--- src/logic/olp_pkg.sv ---
// What the document asks of this block
// RL1: Option mode takes 14 data bits, one per shift clock edge, then commits them.
// RL2: Programmer holds all programming pins low at power up.
// RL3: Programmer raises program enable and holds it high through the final store.
// RL4: Option mode loads only bits 25 to 38; serial mode would load all 39.
// RL5: Bit 38 picks temporal horn pattern when 1, continuous when 0.
// RL6: Bits 37, 36, 34 enable end of life, battery hush, drift compensation.
// RL7: Bit 35 set lets hush be cancelled; clear means hush never cancels.
// RL8: Bits 33..31 decode to trip voltages 2.1,2.5,2.3,2.7,2.2,2.6,2.4,2.8.
// RL9: Bits 30..29 select emitter current 50, 100, 150 or 200 mA.
// RL10: Bits 28..27 select integration time 400, 300, 200 or 100 us.
// RL11: Bits 26..25 select photo gain 1, 2, 3 or 4.
// RL12: Five-bit limits sit at 24-20, 19-15, 14-10, 9-5, baseline 4-0.
// RL13: First shifted bit lands in bit 25, the last in bit 38.
// RL14: Programmer keeps shift pulses 10 us and step pulses 100 us wide; the bench model drives both 163 ns wide.
// RL15: Store strobe pulse copies the shift register into nonvolatile memory.
// RL16: Changing options needs a power down and full re-entry of every bit.
// RL17: Each step pulse advances mode: normal, hysteresis, hush, chamber limits.
// RL18: Calibration routes integrator to green, level to red, comparator to horn; the code drives red from the gain amplifier output.
// RL19: In calibration each shift clock raises the smoke level by one.
// RL20: Store strobe rising edge latches the level as the current mode's limit.
// RL21: Baseline mode: a shift clock rising edge starts one baseline measurement.
// RL22: Limits and baseline stay uncommitted until the final store strobe.
// RL23: Only a swing to the boosted level steps the mode; supply level is data.
// RL24: Serial mode shifts five-bit fields LSB first, baseline first; no serial mode is built here.
// RL25: Level counter is five bits, zero on mode entry, saturates at 31.
package olp_pkg;
    localparam int unsigned CFG_W = 39;
    localparam int unsigned LVL_W = 5;
    localparam logic [5:0] OPT_FIRST_BIT = 6'h19;
    localparam logic [5:0] OPT_LAST_BIT = 6'h26;
    localparam int unsigned TONE_BIT = 38;
    localparam int unsigned EOL_BIT = 37;
    localparam int unsigned LB_HUSH_BIT = 36;
    localparam int unsigned HUSH_OPT_BIT = 35;
    localparam int unsigned DRIFT_BIT = 34;
    localparam int unsigned LB_LSB = 31;
    localparam int unsigned IRC_LSB = 29;
    localparam int unsigned INTEG_LSB = 27;
    localparam int unsigned GAIN_LSB = 25;
    localparam int unsigned NORM_LSB = 20;
    localparam int unsigned HYST_LSB = 15;
    localparam int unsigned HUSH_LSB = 10;
    localparam int unsigned CHAMB_LSB = 5;
    localparam int unsigned BASE_LSB = 0;
    localparam logic [CFG_W-1:0] CFG_RESET = 39'h00_0000_0000;
    localparam logic [4:0] LVL_MAX = 5'h1f;
    localparam int unsigned FIFO_DEPTH = 16;

    // Mode sequence while programming is enabled: enable rising enters option mode, step pulses advance the rest.
    typedef enum logic [6:0] {
        MODE_IDLE = 7'h01,
        MODE_OPT = 7'h02,
        MODE_NORM = 7'h04,
        MODE_HYST = 7'h08,
        MODE_HUSH = 7'h10,
        MODE_CHAMB = 7'h20,
        MODE_BASE = 7'h40
    } olp_mode_t;
endpackage

--- src/logic/olp_programmer.sv ---
`timescale 1ns/10ps
// Programming and limit calibration front end.
module olp_programmer #(
    parameter int unsigned FIFO_DEPTH = olp_pkg::FIFO_DEPTH
) (
    input wire logic i_clk,
    input wire logic i_rst,
    input wire logic i_program_enable_pin,
    input wire logic i_step_boost_pin,
    input wire logic i_step_data_pin,
    input wire logic i_shift_clk_pin,
    input wire logic i_store_strobe_pin,
    input wire logic i_integrator_out,
    input wire logic i_gain_amp_out,
    input wire logic i_smoke_comparator_result,
    input wire logic i_run_red,
    input wire logic i_run_green,
    input wire logic i_run_horn,
    input wire logic i_meas_done,
    input wire logic [4:0] i_meas_value,
    input wire logic i_nvm_busy,
    output logic o_red_indicator_pin,
    output logic o_green_indicator_pin,
    output logic o_horn_drive_pin,
    output logic [4:0] o_smoke_level,
    output logic o_meas_start,
    output logic o_nvm_write,
    output logic [38:0] o_nvm_data,
    output logic [6:0] o_mode,
    output logic o_horn_pattern_select,
    output logic o_end_of_life_enable,
    output logic o_low_batt_hush_enable,
    output logic o_hush_cancel_enable,
    output logic o_drift_comp_enable,
    output logic [11:0] o_low_batt_trip_mv,
    output logic [7:0] o_emitter_current_ma,
    output logic [8:0] o_integration_time_us,
    output logic [2:0] o_photo_gain
);
    logic [8:0] pins_s;
    logic [8:0] pins_d1_q;
    logic en_s;
    logic boost_s;
    logic data_s;
    logic shclk_s;
    logic store_s;
    logic integ_s;
    logic gamp_s;
    logic comp_s;
    logic meas_done_s;
    logic step_rise;
    logic shclk_rise;
    logic store_rise;
    logic meas_rise;
    olp_pkg::olp_mode_t mode_q;
    olp_pkg::olp_mode_t mode_d;
    logic [38:0] cfg_q;
    logic [5:0] bit_idx_q;
    logic [4:0] level_q;
    logic pend_q;
    logic pend_bit_q;
    logic fifo_in_ready;
    logic fifo_out_valid;
    logic fifo_out_ready;
    logic fifo_out_data;
    logic commit_req_q;
    logic meas_wait_q;
    logic [4:0] meas_val_q;

    // All pins and comparators are asynchronous.
    olp_sync #(
        .W(9)
    ) u_sync (
        .i_clk(i_clk),
        .i_rst(i_rst),
        .i_async({i_meas_done, i_smoke_comparator_result, i_gain_amp_out,
            i_integrator_out, i_store_strobe_pin, i_shift_clk_pin,
            i_step_data_pin, i_step_boost_pin, i_program_enable_pin}),
        .o_sync(pins_s)
    );

    assign en_s = pins_s[0];
    assign boost_s = pins_s[1];
    assign data_s = pins_s[2];
    assign shclk_s = pins_s[3];
    assign store_s = pins_s[4];
    assign integ_s = pins_s[5];
    assign gamp_s = pins_s[6];
    assign comp_s = pins_s[7];
    assign meas_done_s = pins_s[8];

    // Delayed copy for edge detection.
    always_ff @(posedge i_clk) begin
        if (i_rst) begin
            pins_d1_q <= 9'h000;
        end else begin
            pins_d1_q <= pins_s;
        end
    end

    // Only the boosted level steps modes.
    assign step_rise = en_s && boost_s && !pins_d1_q[1]; // RL23
    assign shclk_rise = en_s && shclk_s && !pins_d1_q[3];
    assign store_rise = en_s && store_s && !pins_d1_q[4];
    assign meas_rise = meas_done_s && !pins_d1_q[8];

    // First step leaves option mode for the limit modes and baseline.
    // Later steps reach modes not built here, so the block parks in idle
    // until enable drops.
    always_comb begin
        mode_d = mode_q;
        if (!en_s) begin
            mode_d = olp_pkg::MODE_IDLE;
        end else if (step_rise) begin
            case (mode_q)
                olp_pkg::MODE_OPT: mode_d = olp_pkg::MODE_NORM; // RL17
                olp_pkg::MODE_NORM: mode_d = olp_pkg::MODE_HYST; // RL17
                olp_pkg::MODE_HYST: mode_d = olp_pkg::MODE_HUSH; // RL17
                olp_pkg::MODE_HUSH: mode_d = olp_pkg::MODE_CHAMB; // RL17
                olp_pkg::MODE_CHAMB: mode_d = olp_pkg::MODE_BASE; // RL21
                default: mode_d = olp_pkg::MODE_IDLE;
            endcase
        end
    end

    // Enable rising enters option mode.
    logic armed_q;
    always_ff @(posedge i_clk) begin
        if (i_rst) begin
            mode_q <= olp_pkg::MODE_IDLE;
            armed_q <= 1'b0;
        end else begin
            armed_q <= en_s;
            if (en_s && !armed_q) begin
                mode_q <= olp_pkg::MODE_OPT; // RL3
            end else begin
                mode_q <= mode_d;
            end
        end
    end

    // A shift edge in option mode captures the data pin.
    // A full FIFO holds it pending; a shift edge that arrives while a bit is still pending is ignored.
    always_ff @(posedge i_clk) begin
        if (i_rst) begin
            pend_q <= 1'b0;
            pend_bit_q <= 1'b0;
        end else if (pend_q && fifo_in_ready) begin
            pend_q <= 1'b0;
        end else if (!pend_q && shclk_rise && mode_q == olp_pkg::MODE_OPT) begin
            pend_q <= 1'b1; // RL1
            pend_bit_q <= data_s; // RL1
        end
    end

    // The drain stalls while the memory is busy.
    olp_fifo #(
        .WIDTH(1),
        .DEPTH(FIFO_DEPTH)
    ) u_fifo (
        .i_clk(i_clk),
        .i_rst(i_rst),
        .i_in_valid(pend_q),
        .o_in_ready(fifo_in_ready),
        .i_in_data(pend_bit_q),
        .o_out_valid(fifo_out_valid),
        .i_out_ready(fifo_out_ready),
        .o_out_data(fifo_out_data)
    );

    assign fifo_out_ready = !i_nvm_busy;

    // Bits fill upward from bit 25; extra bits are dropped,
    // so the option load never touches the limit fields.
    always_ff @(posedge i_clk) begin
        if (i_rst) begin
            bit_idx_q <= olp_pkg::OPT_FIRST_BIT;
        end else if (mode_q != olp_pkg::MODE_OPT) begin
            bit_idx_q <= olp_pkg::OPT_FIRST_BIT; // RL13
        end else if (fifo_out_valid && fifo_out_ready
                && bit_idx_q <= olp_pkg::OPT_LAST_BIT) begin
            bit_idx_q <= bit_idx_q + 6'h01; // RL13
        end
    end

    // Calibration level, cleared on mode change.
    always_ff @(posedge i_clk) begin
        if (i_rst) begin
            level_q <= 5'h00;
        end else if (mode_q != mode_d || !en_s) begin
            level_q <= 5'h00; // RL25
        end else if (shclk_rise && level_q != olp_pkg::LVL_MAX
                && (mode_q == olp_pkg::MODE_NORM || mode_q == olp_pkg::MODE_HYST
                || mode_q == olp_pkg::MODE_HUSH || mode_q == olp_pkg::MODE_CHAMB)) begin
            level_q <= level_q + 5'h01; // RL19
        end
    end

    // One shift edge in baseline mode starts a measurement;
    // its result waits for the final store.
    always_ff @(posedge i_clk) begin
        if (i_rst) begin
            meas_wait_q <= 1'b0;
            o_meas_start <= 1'b0;
            meas_val_q <= 5'h00;
        end else begin
            o_meas_start <= 1'b0;
            if (shclk_rise && mode_q == olp_pkg::MODE_BASE && !meas_wait_q) begin
                o_meas_start <= 1'b1; // RL21
                meas_wait_q <= 1'b1;
            end else if (meas_wait_q && meas_rise) begin
                meas_wait_q <= 1'b0;
                meas_val_q <= i_meas_value;
            end
        end
    end

    // Working image: option bits and latched limits.
    always_ff @(posedge i_clk) begin
        if (i_rst) begin
            cfg_q <= olp_pkg::CFG_RESET;
        end else begin
            if (mode_q == olp_pkg::MODE_OPT && fifo_out_valid && fifo_out_ready
                    && bit_idx_q <= olp_pkg::OPT_LAST_BIT) begin
                cfg_q[bit_idx_q] <= fifo_out_data; // RL4
            end
            if (store_rise) begin
                case (mode_q)
                    olp_pkg::MODE_NORM: cfg_q[olp_pkg::NORM_LSB +: 5] <= level_q; // RL20
                    olp_pkg::MODE_HYST: cfg_q[olp_pkg::HYST_LSB +: 5] <= level_q; // RL20
                    olp_pkg::MODE_HUSH: cfg_q[olp_pkg::HUSH_LSB +: 5] <= level_q; // RL20
                    olp_pkg::MODE_CHAMB: cfg_q[olp_pkg::CHAMB_LSB +: 5] <= level_q; // RL20
                    default: ;
                endcase
            end
            if (meas_wait_q && meas_rise) begin
                cfg_q[olp_pkg::BASE_LSB +: 5] <= i_meas_value; // RL12
            end
        end
    end

    // A store in option or baseline mode requests the commit; it waits
    // for drained bits and a free memory, so the image is whole.
    always_ff @(posedge i_clk) begin
        if (i_rst) begin
            commit_req_q <= 1'b0;
        end else if (commit_req_q && !fifo_out_valid && !pend_q && !i_nvm_busy
                && !meas_wait_q) begin
            commit_req_q <= 1'b0;
        end else if (store_rise && (mode_q == olp_pkg::MODE_OPT
                || mode_q == olp_pkg::MODE_BASE)) begin
            commit_req_q <= 1'b1; // RL15
        end
    end

    // The memory write pulse carries the whole image at once.
    always_ff @(posedge i_clk) begin
        if (i_rst) begin
            o_nvm_write <= 1'b0;
            o_nvm_data <= olp_pkg::CFG_RESET;
        end else begin
            o_nvm_write <= 1'b0;
            if (commit_req_q && !fifo_out_valid && !pend_q && !i_nvm_busy
                    && !meas_wait_q) begin
                o_nvm_write <= 1'b1; // RL22
                o_nvm_data <= cfg_q; // RL22
            end
        end
    end

    // Low battery trip code to millivolts.
    function automatic logic [11:0] lb_mv(input logic [2:0] code);
        case (code)
            3'h0: lb_mv = 12'h834;
            3'h1: lb_mv = 12'h9c4;
            3'h2: lb_mv = 12'h8fc;
            3'h3: lb_mv = 12'ha8c;
            3'h4: lb_mv = 12'h898;
            3'h5: lb_mv = 12'ha28;
            3'h6: lb_mv = 12'h960;
            default: lb_mv = 12'haf0;
        endcase
    endfunction

    // Option outputs follow the committed image only.
    always_ff @(posedge i_clk) begin
        if (i_rst) begin
            o_horn_pattern_select <= 1'b0;
            o_end_of_life_enable <= 1'b0;
            o_low_batt_hush_enable <= 1'b0;
            o_hush_cancel_enable <= 1'b0;
            o_drift_comp_enable <= 1'b0;
            o_low_batt_trip_mv <= 12'h000;
            o_emitter_current_ma <= 8'h00;
            o_integration_time_us <= 9'h000;
            o_photo_gain <= 3'h0;
        end else begin
            o_horn_pattern_select <= o_nvm_data[olp_pkg::TONE_BIT]; // RL5
            o_end_of_life_enable <= o_nvm_data[olp_pkg::EOL_BIT]; // RL6
            o_low_batt_hush_enable <= o_nvm_data[olp_pkg::LB_HUSH_BIT]; // RL6
            o_hush_cancel_enable <= o_nvm_data[olp_pkg::HUSH_OPT_BIT]; // RL7
            o_drift_comp_enable <= o_nvm_data[olp_pkg::DRIFT_BIT]; // RL6
            o_low_batt_trip_mv <= lb_mv(o_nvm_data[olp_pkg::LB_LSB +: 3]); // RL8
            o_emitter_current_ma <= 8'h32
                * (8'h01 + {6'h00, o_nvm_data[olp_pkg::IRC_LSB +: 2]}); // RL9
            o_integration_time_us <= 9'h190
                - {o_nvm_data[olp_pkg::INTEG_LSB +: 2], 7'h00}
                + {7'h00, o_nvm_data[olp_pkg::INTEG_LSB +: 2]} * 9'h1c; // RL10
            o_photo_gain <= {1'b0, o_nvm_data[olp_pkg::GAIN_LSB +: 2]} + 3'h1; // RL11
        end
    end

    // Calibration modes borrow the indicator and horn pins.
    always_ff @(posedge i_clk) begin
        if (i_rst) begin
            o_red_indicator_pin <= 1'b0;
            o_green_indicator_pin <= 1'b0;
            o_horn_drive_pin <= 1'b0;
            o_smoke_level <= 5'h00;
            o_mode <= olp_pkg::MODE_IDLE;
        end else begin
            o_smoke_level <= level_q;
            o_mode <= mode_q;
            if (mode_q == olp_pkg::MODE_NORM || mode_q == olp_pkg::MODE_HYST
                    || mode_q == olp_pkg::MODE_HUSH || mode_q == olp_pkg::MODE_CHAMB
                    || mode_q == olp_pkg::MODE_BASE) begin
                o_red_indicator_pin <= gamp_s; // RL18
                o_green_indicator_pin <= integ_s; // RL18
                o_horn_drive_pin <= comp_s; // RL18
            end else begin
                o_red_indicator_pin <= i_run_red;
                o_green_indicator_pin <= i_run_green;
                o_horn_drive_pin <= i_run_horn;
            end
        end
    end
endmodule

--- src/logic/olp_sync.sv ---
`timescale 1ns/10ps
// Two-stage synchroniser for pins; only the second stage is read outside.
module olp_sync #(
    parameter int unsigned W = 1
) (
    input wire logic i_clk,
    input wire logic i_rst,
    input wire logic [W-1:0] i_async,
    output logic [W-1:0] o_sync
);
    logic [W-1:0] meta_q;

    // Each bit gets its own pair of flops.
    genvar g;
    generate
        for (g = 0; g < W; g++) begin : g_bit
            always_ff @(posedge i_clk) begin
                if (i_rst) begin
                    meta_q[g] <= 1'b0;
                    o_sync[g] <= 1'b0;
                end else begin
                    meta_q[g] <= i_async[g];
                    o_sync[g] <= meta_q[g];
                end
            end
        end
    endgenerate
endmodule

--- src/logic/olp_fifo.sv ---
`timescale 1ns/10ps
// Small flop FIFO with valid/ready on both sides.
module olp_fifo #(
    parameter int unsigned WIDTH = 1,
    parameter int unsigned DEPTH = 16
) (
    input wire logic i_clk,
    input wire logic i_rst,
    input wire logic i_in_valid,
    output logic o_in_ready,
    input wire logic [WIDTH-1:0] i_in_data,
    output logic o_out_valid,
    input wire logic i_out_ready,
    output logic [WIDTH-1:0] o_out_data
);
    localparam int unsigned AW = $clog2(DEPTH);
    logic [WIDTH-1:0] mem_q [DEPTH];
    logic [AW-1:0] wr_q;
    logic [AW-1:0] rd_q;
    logic [AW:0] cnt_q;
    logic push;
    logic pop;

    // Full and empty come straight from the occupancy count.
    assign o_in_ready = (cnt_q != (AW+1)'(DEPTH));
    assign o_out_valid = (cnt_q != '0);
    assign o_out_data = mem_q[rd_q];
    assign push = i_in_valid && o_in_ready;
    assign pop = o_out_valid && i_out_ready;

    // Storage is written only on an accepted push.
    always_ff @(posedge i_clk) begin
        if (push) begin
            mem_q[wr_q] <= i_in_data;
        end
    end

    // Pointers wrap naturally because depth is a power of two.
    always_ff @(posedge i_clk) begin
        if (i_rst) begin
            wr_q <= '0;
            rd_q <= '0;
            cnt_q <= '0;
        end else begin
            if (push) begin
                wr_q <= wr_q + 1'b1;
            end
            if (pop) begin
                rd_q <= rd_q + 1'b1;
            end
            cnt_q <= cnt_q + (AW+1)'(push) - (AW+1)'(pop);
        end
    end
endmodule

--- config.mk ---
export PLATFORM = sky130hd
export DESIGN_NAME = olp_programmer
export DESIGN_NICKNAME = d
export VERILOG_FILES = /design/src/logic/olp_pkg.sv /design/src/logic/olp_programmer.sv /design/src/logic/olp_sync.sv /design/src/logic/olp_fifo.sv
export SDC_FILE = /design/constraint.sdc
export NUM_CORES = 1
export LEC_CHECK = 0
export BUFFER_PORTS_ARGS = -buffer_cell sky130_fd_sc_hd__buf_2
export CORE_ASPECT_RATIO = 0.7
export CORE_MARGIN = 2
export CORE_UTILIZATION = 33
export DETAILED_ROUTE_END_ITERATION = 6
export HOLD_SLACK_MARGIN = 0.1
export PLACE_DENSITY = 0.52
export SETUP_SLACK_MARGIN = 0.4
export SYNTH_ARGS = -nofsm -noshare
export SYNTH_HDL_FRONTEND = slang
export SYNTH_SLANG_ARGS = --single-unit
--- constraint.sdc ---
create_clock -name i_clk -period 5.1 [get_ports i_clk]
set_input_delay 0 -clock i_clk [delete_from_list [all_inputs] [get_ports i_clk]]
set_output_delay 0 -clock i_clk [all_outputs]
set_load 0.01 [all_outputs]
==> flow_metrics.env, run 1 <==
export IMPL_p_clk_frac=0.451
export IMPL_fin_crit_ns=3.283
export IMPL_cts_repair_resize_count=0
export IMPL_first_pass_iters=5
export IMPL_insertedDiodeCount=0
export IMPL_gr_usage_all_layers=0.1461
export IMPL_yosysMostFrequentCell="dfxtp_1"
export IMPL_num_nets_final=1022
export IMPL_die_area_um2=26040
export IMPL_finalWorstSetupSlack_ns=1.817
export IMPL_fp_dieH_um=135.6
export IMPL_grt_pass1_vias=5759
export IMPL_power_switching_uw=884.6
export IMPL_critPathKind="register to register"
export IMPL_dp_hpwl_mm=12.86
export IMPL_routedWlPerCell_um=14.55
export IMPL_hp_class="input pin to register"
export IMPL_powerDensity_nw_per_um2=369.0
export IMPL_synth_cells=860
export IMPL_initial_utilization=0.3333
export IMPL_period_share=0.6437
export IMPL_cap_violations=0
export IMPL_root_buffer="clkbuf_16"
export IMPL_num_rows=48
export IMPL_slowest_delay_ns=0.84
export IMPL_syn_avg_cell_area_um2=9.496
export IMPL_drtIter0Drc=287
export IMPL_hold_viol=0
export IMPL_cp_required_ns=5.52
export IMPL_cts_buffers=22
export IMPL_cp_cell_sequence="inv_1 -> ha_1 -> nor4b_1 -> nor2_2 -> ha_1 -> inv_1 -> ha_1 -> inv_1 -> fa_1 -> inv_1 -> a21oi_1 -> nor2_1 -> or3_1 -> a21oi_1"
export IMPL_p_seq_frac=0.457
export IMPL_fp_dieW_um=192.0
export IMPL_synth_area_leaders="dfxtp_1 46%, nand2_1 6.4%, edfxtp_1 5.9%"
export IMPL_htreeDepth=1
export IMPL_grt_overflow_total=0
export IMPL_synthArstFlopShare=0
export IMPL_grt_pass1_wl_mm=30.48
export IMPL_vias=6174
export IMPL_status="complete, no violations"
export IMPL_tns_ns=0
export IMPL_worstSetupStartpointType="register"
export IMPL_p_leak_uw=0.003952
export IMPL_peakVddDrop_mv=0.2310
export IMPL_drc_errors=0
export IMPL_finClkSkew_ns=0.01536
export IMPL_cts_tree="done"
export IMPL_synth_top_flop_cell="dfxtp_1"
export IMPL_worst_setup_path_end_kind="register"
export IMPL_ioPinCount=113
export IMPL_fin_area_um2=9972
export IMPL_timing_final_setup_violations=0
export IMPL_placed_cell_area_um2=8896
export IMPL_tightest_slew_ns=1.032
export IMPL_yosysTopAreaCell="dfxtp_1"
export IMPL_clockBufferDepth=3
export IMPL_pre_cts_ws_ns=1.840
export IMPL_ys_ff_latch=203
export IMPL_cts_sinks=203
export IMPL_intPower_uw=2795
export IMPL_synthToLayoutAreaGrowth_pct=22.11
export IMPL_rsz0062_at_grt="no"
export IMPL_slew_headroom=0.3024
export IMPL_synth_top_area_share=0.4584
export IMPL_clk_latency_ns=0.51
export IMPL_antenna_found_initial=0
export IMPL_via_per_inst=4.688
export IMPL_whs_ns=0.3306
export IMPL_routabilityCongestion=0.8026
export IMPL_ant_nets=0
export IMPL_wirelength_mm=19.16
export IMPL_synth_top_cells_by_count="187 x dfxtp_1, 140 x nand2_1, 77 x a21oi_1"
export IMPL_grt_max_degree=92
export IMPL_switching_share=0.2404
export IMPL_syn_area_um2=8167
export IMPL_drive_above_1_share=0.1855
export IMPL_finalMaxSlewViolations=0
export IMPL_crit_top_cell="inv_1"
export IMPL_synth_seq_area_share=0.5172
export IMPL_p_total_uw=3679
export IMPL_slowest_stage="nor4b_1"
export IMPL_cp_max_fo=9
export IMPL_p_comb_frac=0.092
export IMPL_yosysWarnings=0
export IMPL_synth_cell_types=59
export IMPL_synth_edf_count=16
export IMPL_clkSlewWorstSetupHoldPaths_ns=0.06
export IMPL_max_freq_mhz=304.6
export IMPL_core_area_um2=24500
export IMPL_cp_arrival_ns=3.71
export IMPL_portBuffers=106
what timing repair did:
item | CTS | global route
setup endpoints to repair | 0 | 0
buffers inserted | 0 | 0
hold endpoints to repair | 70 | 0
hold buffers | 31 | 0
routing by layer:
layer | GRT usage | up-vias | wire length, um
met3 | 0.02771 | 26 | 923
met5 | 0 | - | 0
li1 | - | 3157 | -
met1 | 0.2240 | 2864 | 10430
met4 | 0.03308 | 0 | 280
met2 | 0.2098 | 127 | 7519
kinds of logic after synthesis:
kind of cell               count (synthesis)  share of synthesized area
and+or+nand+nor                          366                     0.2315
DFF                                      203                     0.5172
AOI/OAI and AO/OA                        129                    0.09637
buffers and inverters                     85                    0.04826
adders and majority gates                 26                    0.04075
muxes                                     26                    0.03968
xor gates and xnor gates                  24                    0.02574
other                                      1                  0.0004592
registers in the layout (all words and copies together) (netlist names), 7 cells and up, named ones only:
name                   cells
o_low_batt_trip_mv         9
u_fifo.mem_q              16
mode_q                     7
u_sync.o_sync              9
o_nvm_data                39
cfg_q                     39
u_sync.meta_q              9
o_mode                     7
o_integration_time_us      7
critical path: cells and delay by family, from the launching register on:
kind | cells | cell delay, ns
buf+inv | 4 | 0.24
fa+ha+maj | 4 | 0.92
compound gates | 2 | 0.26
flops | 1 | 0.31
simple gates | 4 | 1.47
power groups by stage:
stage | sequential [uW] | combinational [uW] | clock (uW)
finish | 1680 | 340 | 1660
global route | 1690 | 395 | 1780
CTS | 1680 | 343 | 1710
detailed placement | 1720 | 324 | 0
global placement | 1720 | 324 | 0
floorplan | 1710 | 262 | 0
cells in the final DEF, fill, tap and decap left out, types with 4 or more instances in the layout:
cell type,n
a21oi_1,77
a311oi_1,13
a31oi_1,8
and2_1,5
and3_1,12
buf_2,105
buf_4,10
clkbuf_16,22
clkbuf_8,7
conb_1,6
dfxtp_1,187
dlygate4sd3_1,31
edfxtp_1,16
ha_1,25
inv_1,26
mux2i_1,20
mux4_2,5
nand2_1,140
nand2b_1,7
nand3_1,19
nand3b_1,5
nand4_1,4
nor2_1,70
nor2b_1,41
nor3_1,10
nor3b_1,8
nor4_1,7
nor4_2,10
o21ai_0,6
o22ai_1,10
or2_2,4
or3_1,4
xnor2_1,7
xor2_1,17
stage by stage:
stage,utilization,std cells
4_1_cts,0.4070,1317
3_3_place_gp,0.3631,1246
3_5_place_dp,0.3631,1246
5_1_grt,0.4070,1317
2_1_floorplan,-,865
6_report,0.4070,1317
worst paths after layout:
check | startpoint | to | slack (ns) | cells past startpoint
setup / recovery | u_fifo.cnt_q[2]$_SDFF_PP0_ | u_fifo.cnt_q[4]$_SDFF_PP0_ | 1.82 | 14
hold / removal | i_meas_value[1] | cfg_q[1]$_SDFFE_PP0P_ | 0.33 | 4
setup reg to reg | u_fifo.cnt_q[2]$_SDFF_PP0_ | u_fifo.cnt_q[4]$_SDFF_PP0_ | 1.82 | 14
hold reg to reg | u_sync.meta_q[1]$_SDFF_PP0_ | u_sync.o_sync[1]$_SDFF_PP0_ | 0.44 | 1
cell type report:
type	count	area, um^2
timing repair buffer	146	910.9
clock buffer	32	659.4
multi-input combinational	577	3567
fill	2478	14530
inverter	26	97.59
clock inverter	8	106.4
sequential	203	4224
tap	325	406.6
(Power assumes the default switching activity.)
==> run 2, diff against run 1 <==
==> constraint.sdc (replaced) <==
create_clock -name i_clk -period 3.1 [get_ports i_clk]
set_input_delay 0 -clock i_clk [delete_from_list [all_inputs] [get_ports i_clk]]
set_output_delay 0 -clock i_clk [all_outputs]
set_load 0.01 [all_outputs]
==> run 2 against run 1 <==
Effect of this change:
- wire length fell by 0.24%
- critical endpoint unchanged
- setup slack lost 1.2 ns
- die area is the same
- sequential cell count did not move
- critical path type unchanged
- sequential share of layout area up 0.34 points
- clock skew is 0.0072 ns lower
==> flow_metrics.env, run 2 (same netlist as run 1, synthesis figures left out) <==
export IMPL_r2r_start="u_fifo.cnt_q[2]$_SDFF_PP0_"
export IMPL_synthToLayoutAreaGrowth_pct=21.13
export IMPL_switching_share=0.2421
export IMPL_cap_violations=0
export IMPL_worstSetupStartpointType="register"
export IMPL_drc_errors=0
export IMPL_fp_dieH_um=135.6
export IMPL_p_total_uw=5956
export IMPL_grt_overflow_total=0
export IMPL_p_leak_uw=0.003897
export IMPL_grt_pass1_vias=5728
export IMPL_first_pass_iters=4
export IMPL_portBuffers=106
export IMPL_antenna_found_initial=0
export IMPL_layout_commonest_cell="dfxtp_1"
export IMPL_multi_input_area_um2=3586
export IMPL_worst_setup_path_end_kind="register"
export IMPL_fin_crit_ns=2.491
export IMPL_num_rows=48
export IMPL_powerDensity_nw_per_um2=602.1
export IMPL_wirelength_mm=19.11
export IMPL_r2r_setup_slack_ns=0.61
export IMPL_critPathKind="register to register"
export IMPL_tns_ns=0
export IMPL_reg_top3="cfg_q x39, o_nvm_data x39, u_fifo.mem_q x16"
export IMPL_hold_start="i_store_strobe_pin"
export IMPL_core_area_um2=24500
export IMPL_cp_arrival_ns=2.92
export IMPL_drtIter0Drc=373
export IMPL_final_fill_count=2466
export IMPL_ioPinCount=113
export IMPL_power_switching_uw=1442
export IMPL_intPower_uw=4515
export IMPL_cp_max_fo=3
export IMPL_layout_common_cells="187 x dfxtp_1, 140 x nand2_1, 105 x buf_2, 77 x a21oi_1, 70 x nor2_1"
export IMPL_p_comb_frac=0.102
export IMPL_die_area_um2=26040
export IMPL_htreeDepth=1
export IMPL_dp_hpwl_mm=12.76
export IMPL_routedWlPerCell_um=14.58
export IMPL_clockBufferDepth=3
export IMPL_fp_dieW_um=192.0
export IMPL_p_clk_frac=0.432
export IMPL_num_nets_final=1019
export IMPL_finalWorstSetupSlack_ns=0.6087
export IMPL_finalMaxSlewViolations=0
export IMPL_slew_headroom=0.3978
export IMPL_reg2reg_depth=14
export IMPL_routabilityCongestion=0.7722
export IMPL_pre_cts_ws_ns=0.3486
export IMPL_regArea_um2=4224
export IMPL_insertedDiodeCount=0
export IMPL_cts_sinks=203
export IMPL_hold_viol=0
export IMPL_cts_tree="done"
export IMPL_cts_buffers=22
export IMPL_via_per_inst=4.696
export IMPL_drive_above_1_share=0.1927
export IMPL_rsz0062_at_grt="no"
export IMPL_period_share=0.8036
export IMPL_p_seq_frac=0.466
export IMPL_whs_ns=0.2427
export IMPL_max_freq_mhz=401.4
export IMPL_timing_final_setup_violations=0
export IMPL_vias=6156
export IMPL_finClkSkew_ns=0.008144
export IMPL_hp_class="input pin to register"
export IMPL_peakVddDrop_mv=0.3280
export IMPL_initial_utilization=0.3333
export IMPL_cp_required_ns=3.53
export IMPL_clkSlewWorstSetupHoldPaths_ns=0.06
export IMPL_min_path_cells=3
export IMPL_status="complete, no violations"
export IMPL_ant_nets=0
export IMPL_clk_latency_ns=0.50
export IMPL_grt_pass1_wl_mm=31.04
export IMPL_hold_end="u_sync.meta_q[4]$_SDFF_PP0_"
export IMPL_tightest_slew_ns=0.9014
export IMPL_root_buffer="clkbuf_16"
export IMPL_gr_usage_all_layers=0.1475
export IMPL_r2r_end="u_fifo.cnt_q[4]$_SDFF_PP0_"
export IMPL_grt_max_degree=149
[run 2: cell count changes in the layout (fill, tap and decap cells not counted), moves of 2 or more]
cell / previous run / this run
clkbuf_8: 7 / 4
dlygate4sd3_1: 31 / 19
clkinvlp_4: 0 / 3
clkinv_2: 3 / 1
clkbuf_1: 2 / 5
buf_4: 10 / 18
[run 2: worst max path at each step]
stage	startpoint	end	slack [ns]	depth (start not counted)
after global routing	u_fifo.cnt_q[2]$_SDFF_PP0_	u_fifo.cnt_q[4]$_SDFF_PP0_	0.38	14
after detailed placement	u_fifo.cnt_q[3]$_SDFF_PP0_	u_fifo.cnt_q[4]$_SDFF_PP0_	0.35	14
final	u_fifo.cnt_q[2]$_SDFF_PP0_	u_fifo.cnt_q[4]$_SDFF_PP0_	0.61	14
after CTS	u_fifo.cnt_q[3]$_SDFF_PP0_	u_fifo.cnt_q[4]$_SDFF_PP0_	0.48	14
after global placement	u_fifo.cnt_q[3]$_SDFF_PP0_	u_fifo.cnt_q[4]$_SDFF_PP0_	0.42	14
after floorplan	u_fifo.cnt_q[3]$_SDFF_PP0_	u_fifo.cnt_q[4]$_SDFF_PP0_	0.54	14
[run 2: per-stage QoR]
stage,std cells,cell area [um^2],utilization
after detailed placement,1254,8975,0.3663
after floorplan,865,8192,-
after global routing,1311,9892,0.4037
after CTS,1310,9881,0.4032
after global placement,1254,8975,0.3663
final,1311,9892,0.4037
[run 2: final cells by class]
cell class | count | area share
repair buffers | 143 | 0.08803
inverters | 26 | 0.009866
flip-flops and latches | 203 | 0.4270
well taps | 325 | 0.04111
clock buffers | 32 | 0.06565
multi-input cells | 577 | 0.3625
clock inverters | 5 | 0.005818
[run 2: critical path: stages (launching register included)]
cell and delay [ns]:
dfxtp_1 0.32, inv_1 0.08, ha_2 0.20, nor4b_4 0.27, nor2_2 0.07, ha_1 0.28
inv_1 0.04, ha_1 0.18, inv_1 0.07, fa_1 0.21, inv_1 0.05, a21oi_1 0.12
nor2_1 0.06, or3_1 0.35, a21oi_1 0.14
[run 2: power by group through the flow]
| stage | Combinational, uW | Sequential [uW] | Clock (uW) |
|---|---|---|---|
| floorplan | 435 | 2820 | 0 |
| global placement | 554 | 2830 | 0 |
| detailed placement | 557 | 2830 | 0 |
| CTS | 589 | 2780 | 2660 |
| global route | 697 | 2790 | 2770 |
| finish | 608 | 2780 | 2570 |
[run 2: metal layers]
layer  global-route usage  wire length [um]  part of all wire  vias to the layer above
li1                     -                 -                 -                     3152
met2               0.2010              7355              0.38                      126
met5                    0                 0                 0                        -
met4              0.03435               308             0.016                        0
met3              0.02875              1093             0.057                       24
met1               0.2337             10350              0.54                     2854
[run 2: timing repair]
| action | CTS | global route |
|---|---|---|
| hold buffers | 19 | 0 |
| setup buffers | 0 | 1 |
| endpoints found under the setup margin | 1 | 9 |
| resized for setup | 1 | 3 |
| endpoints found under the hold margin | 20 | 0 |
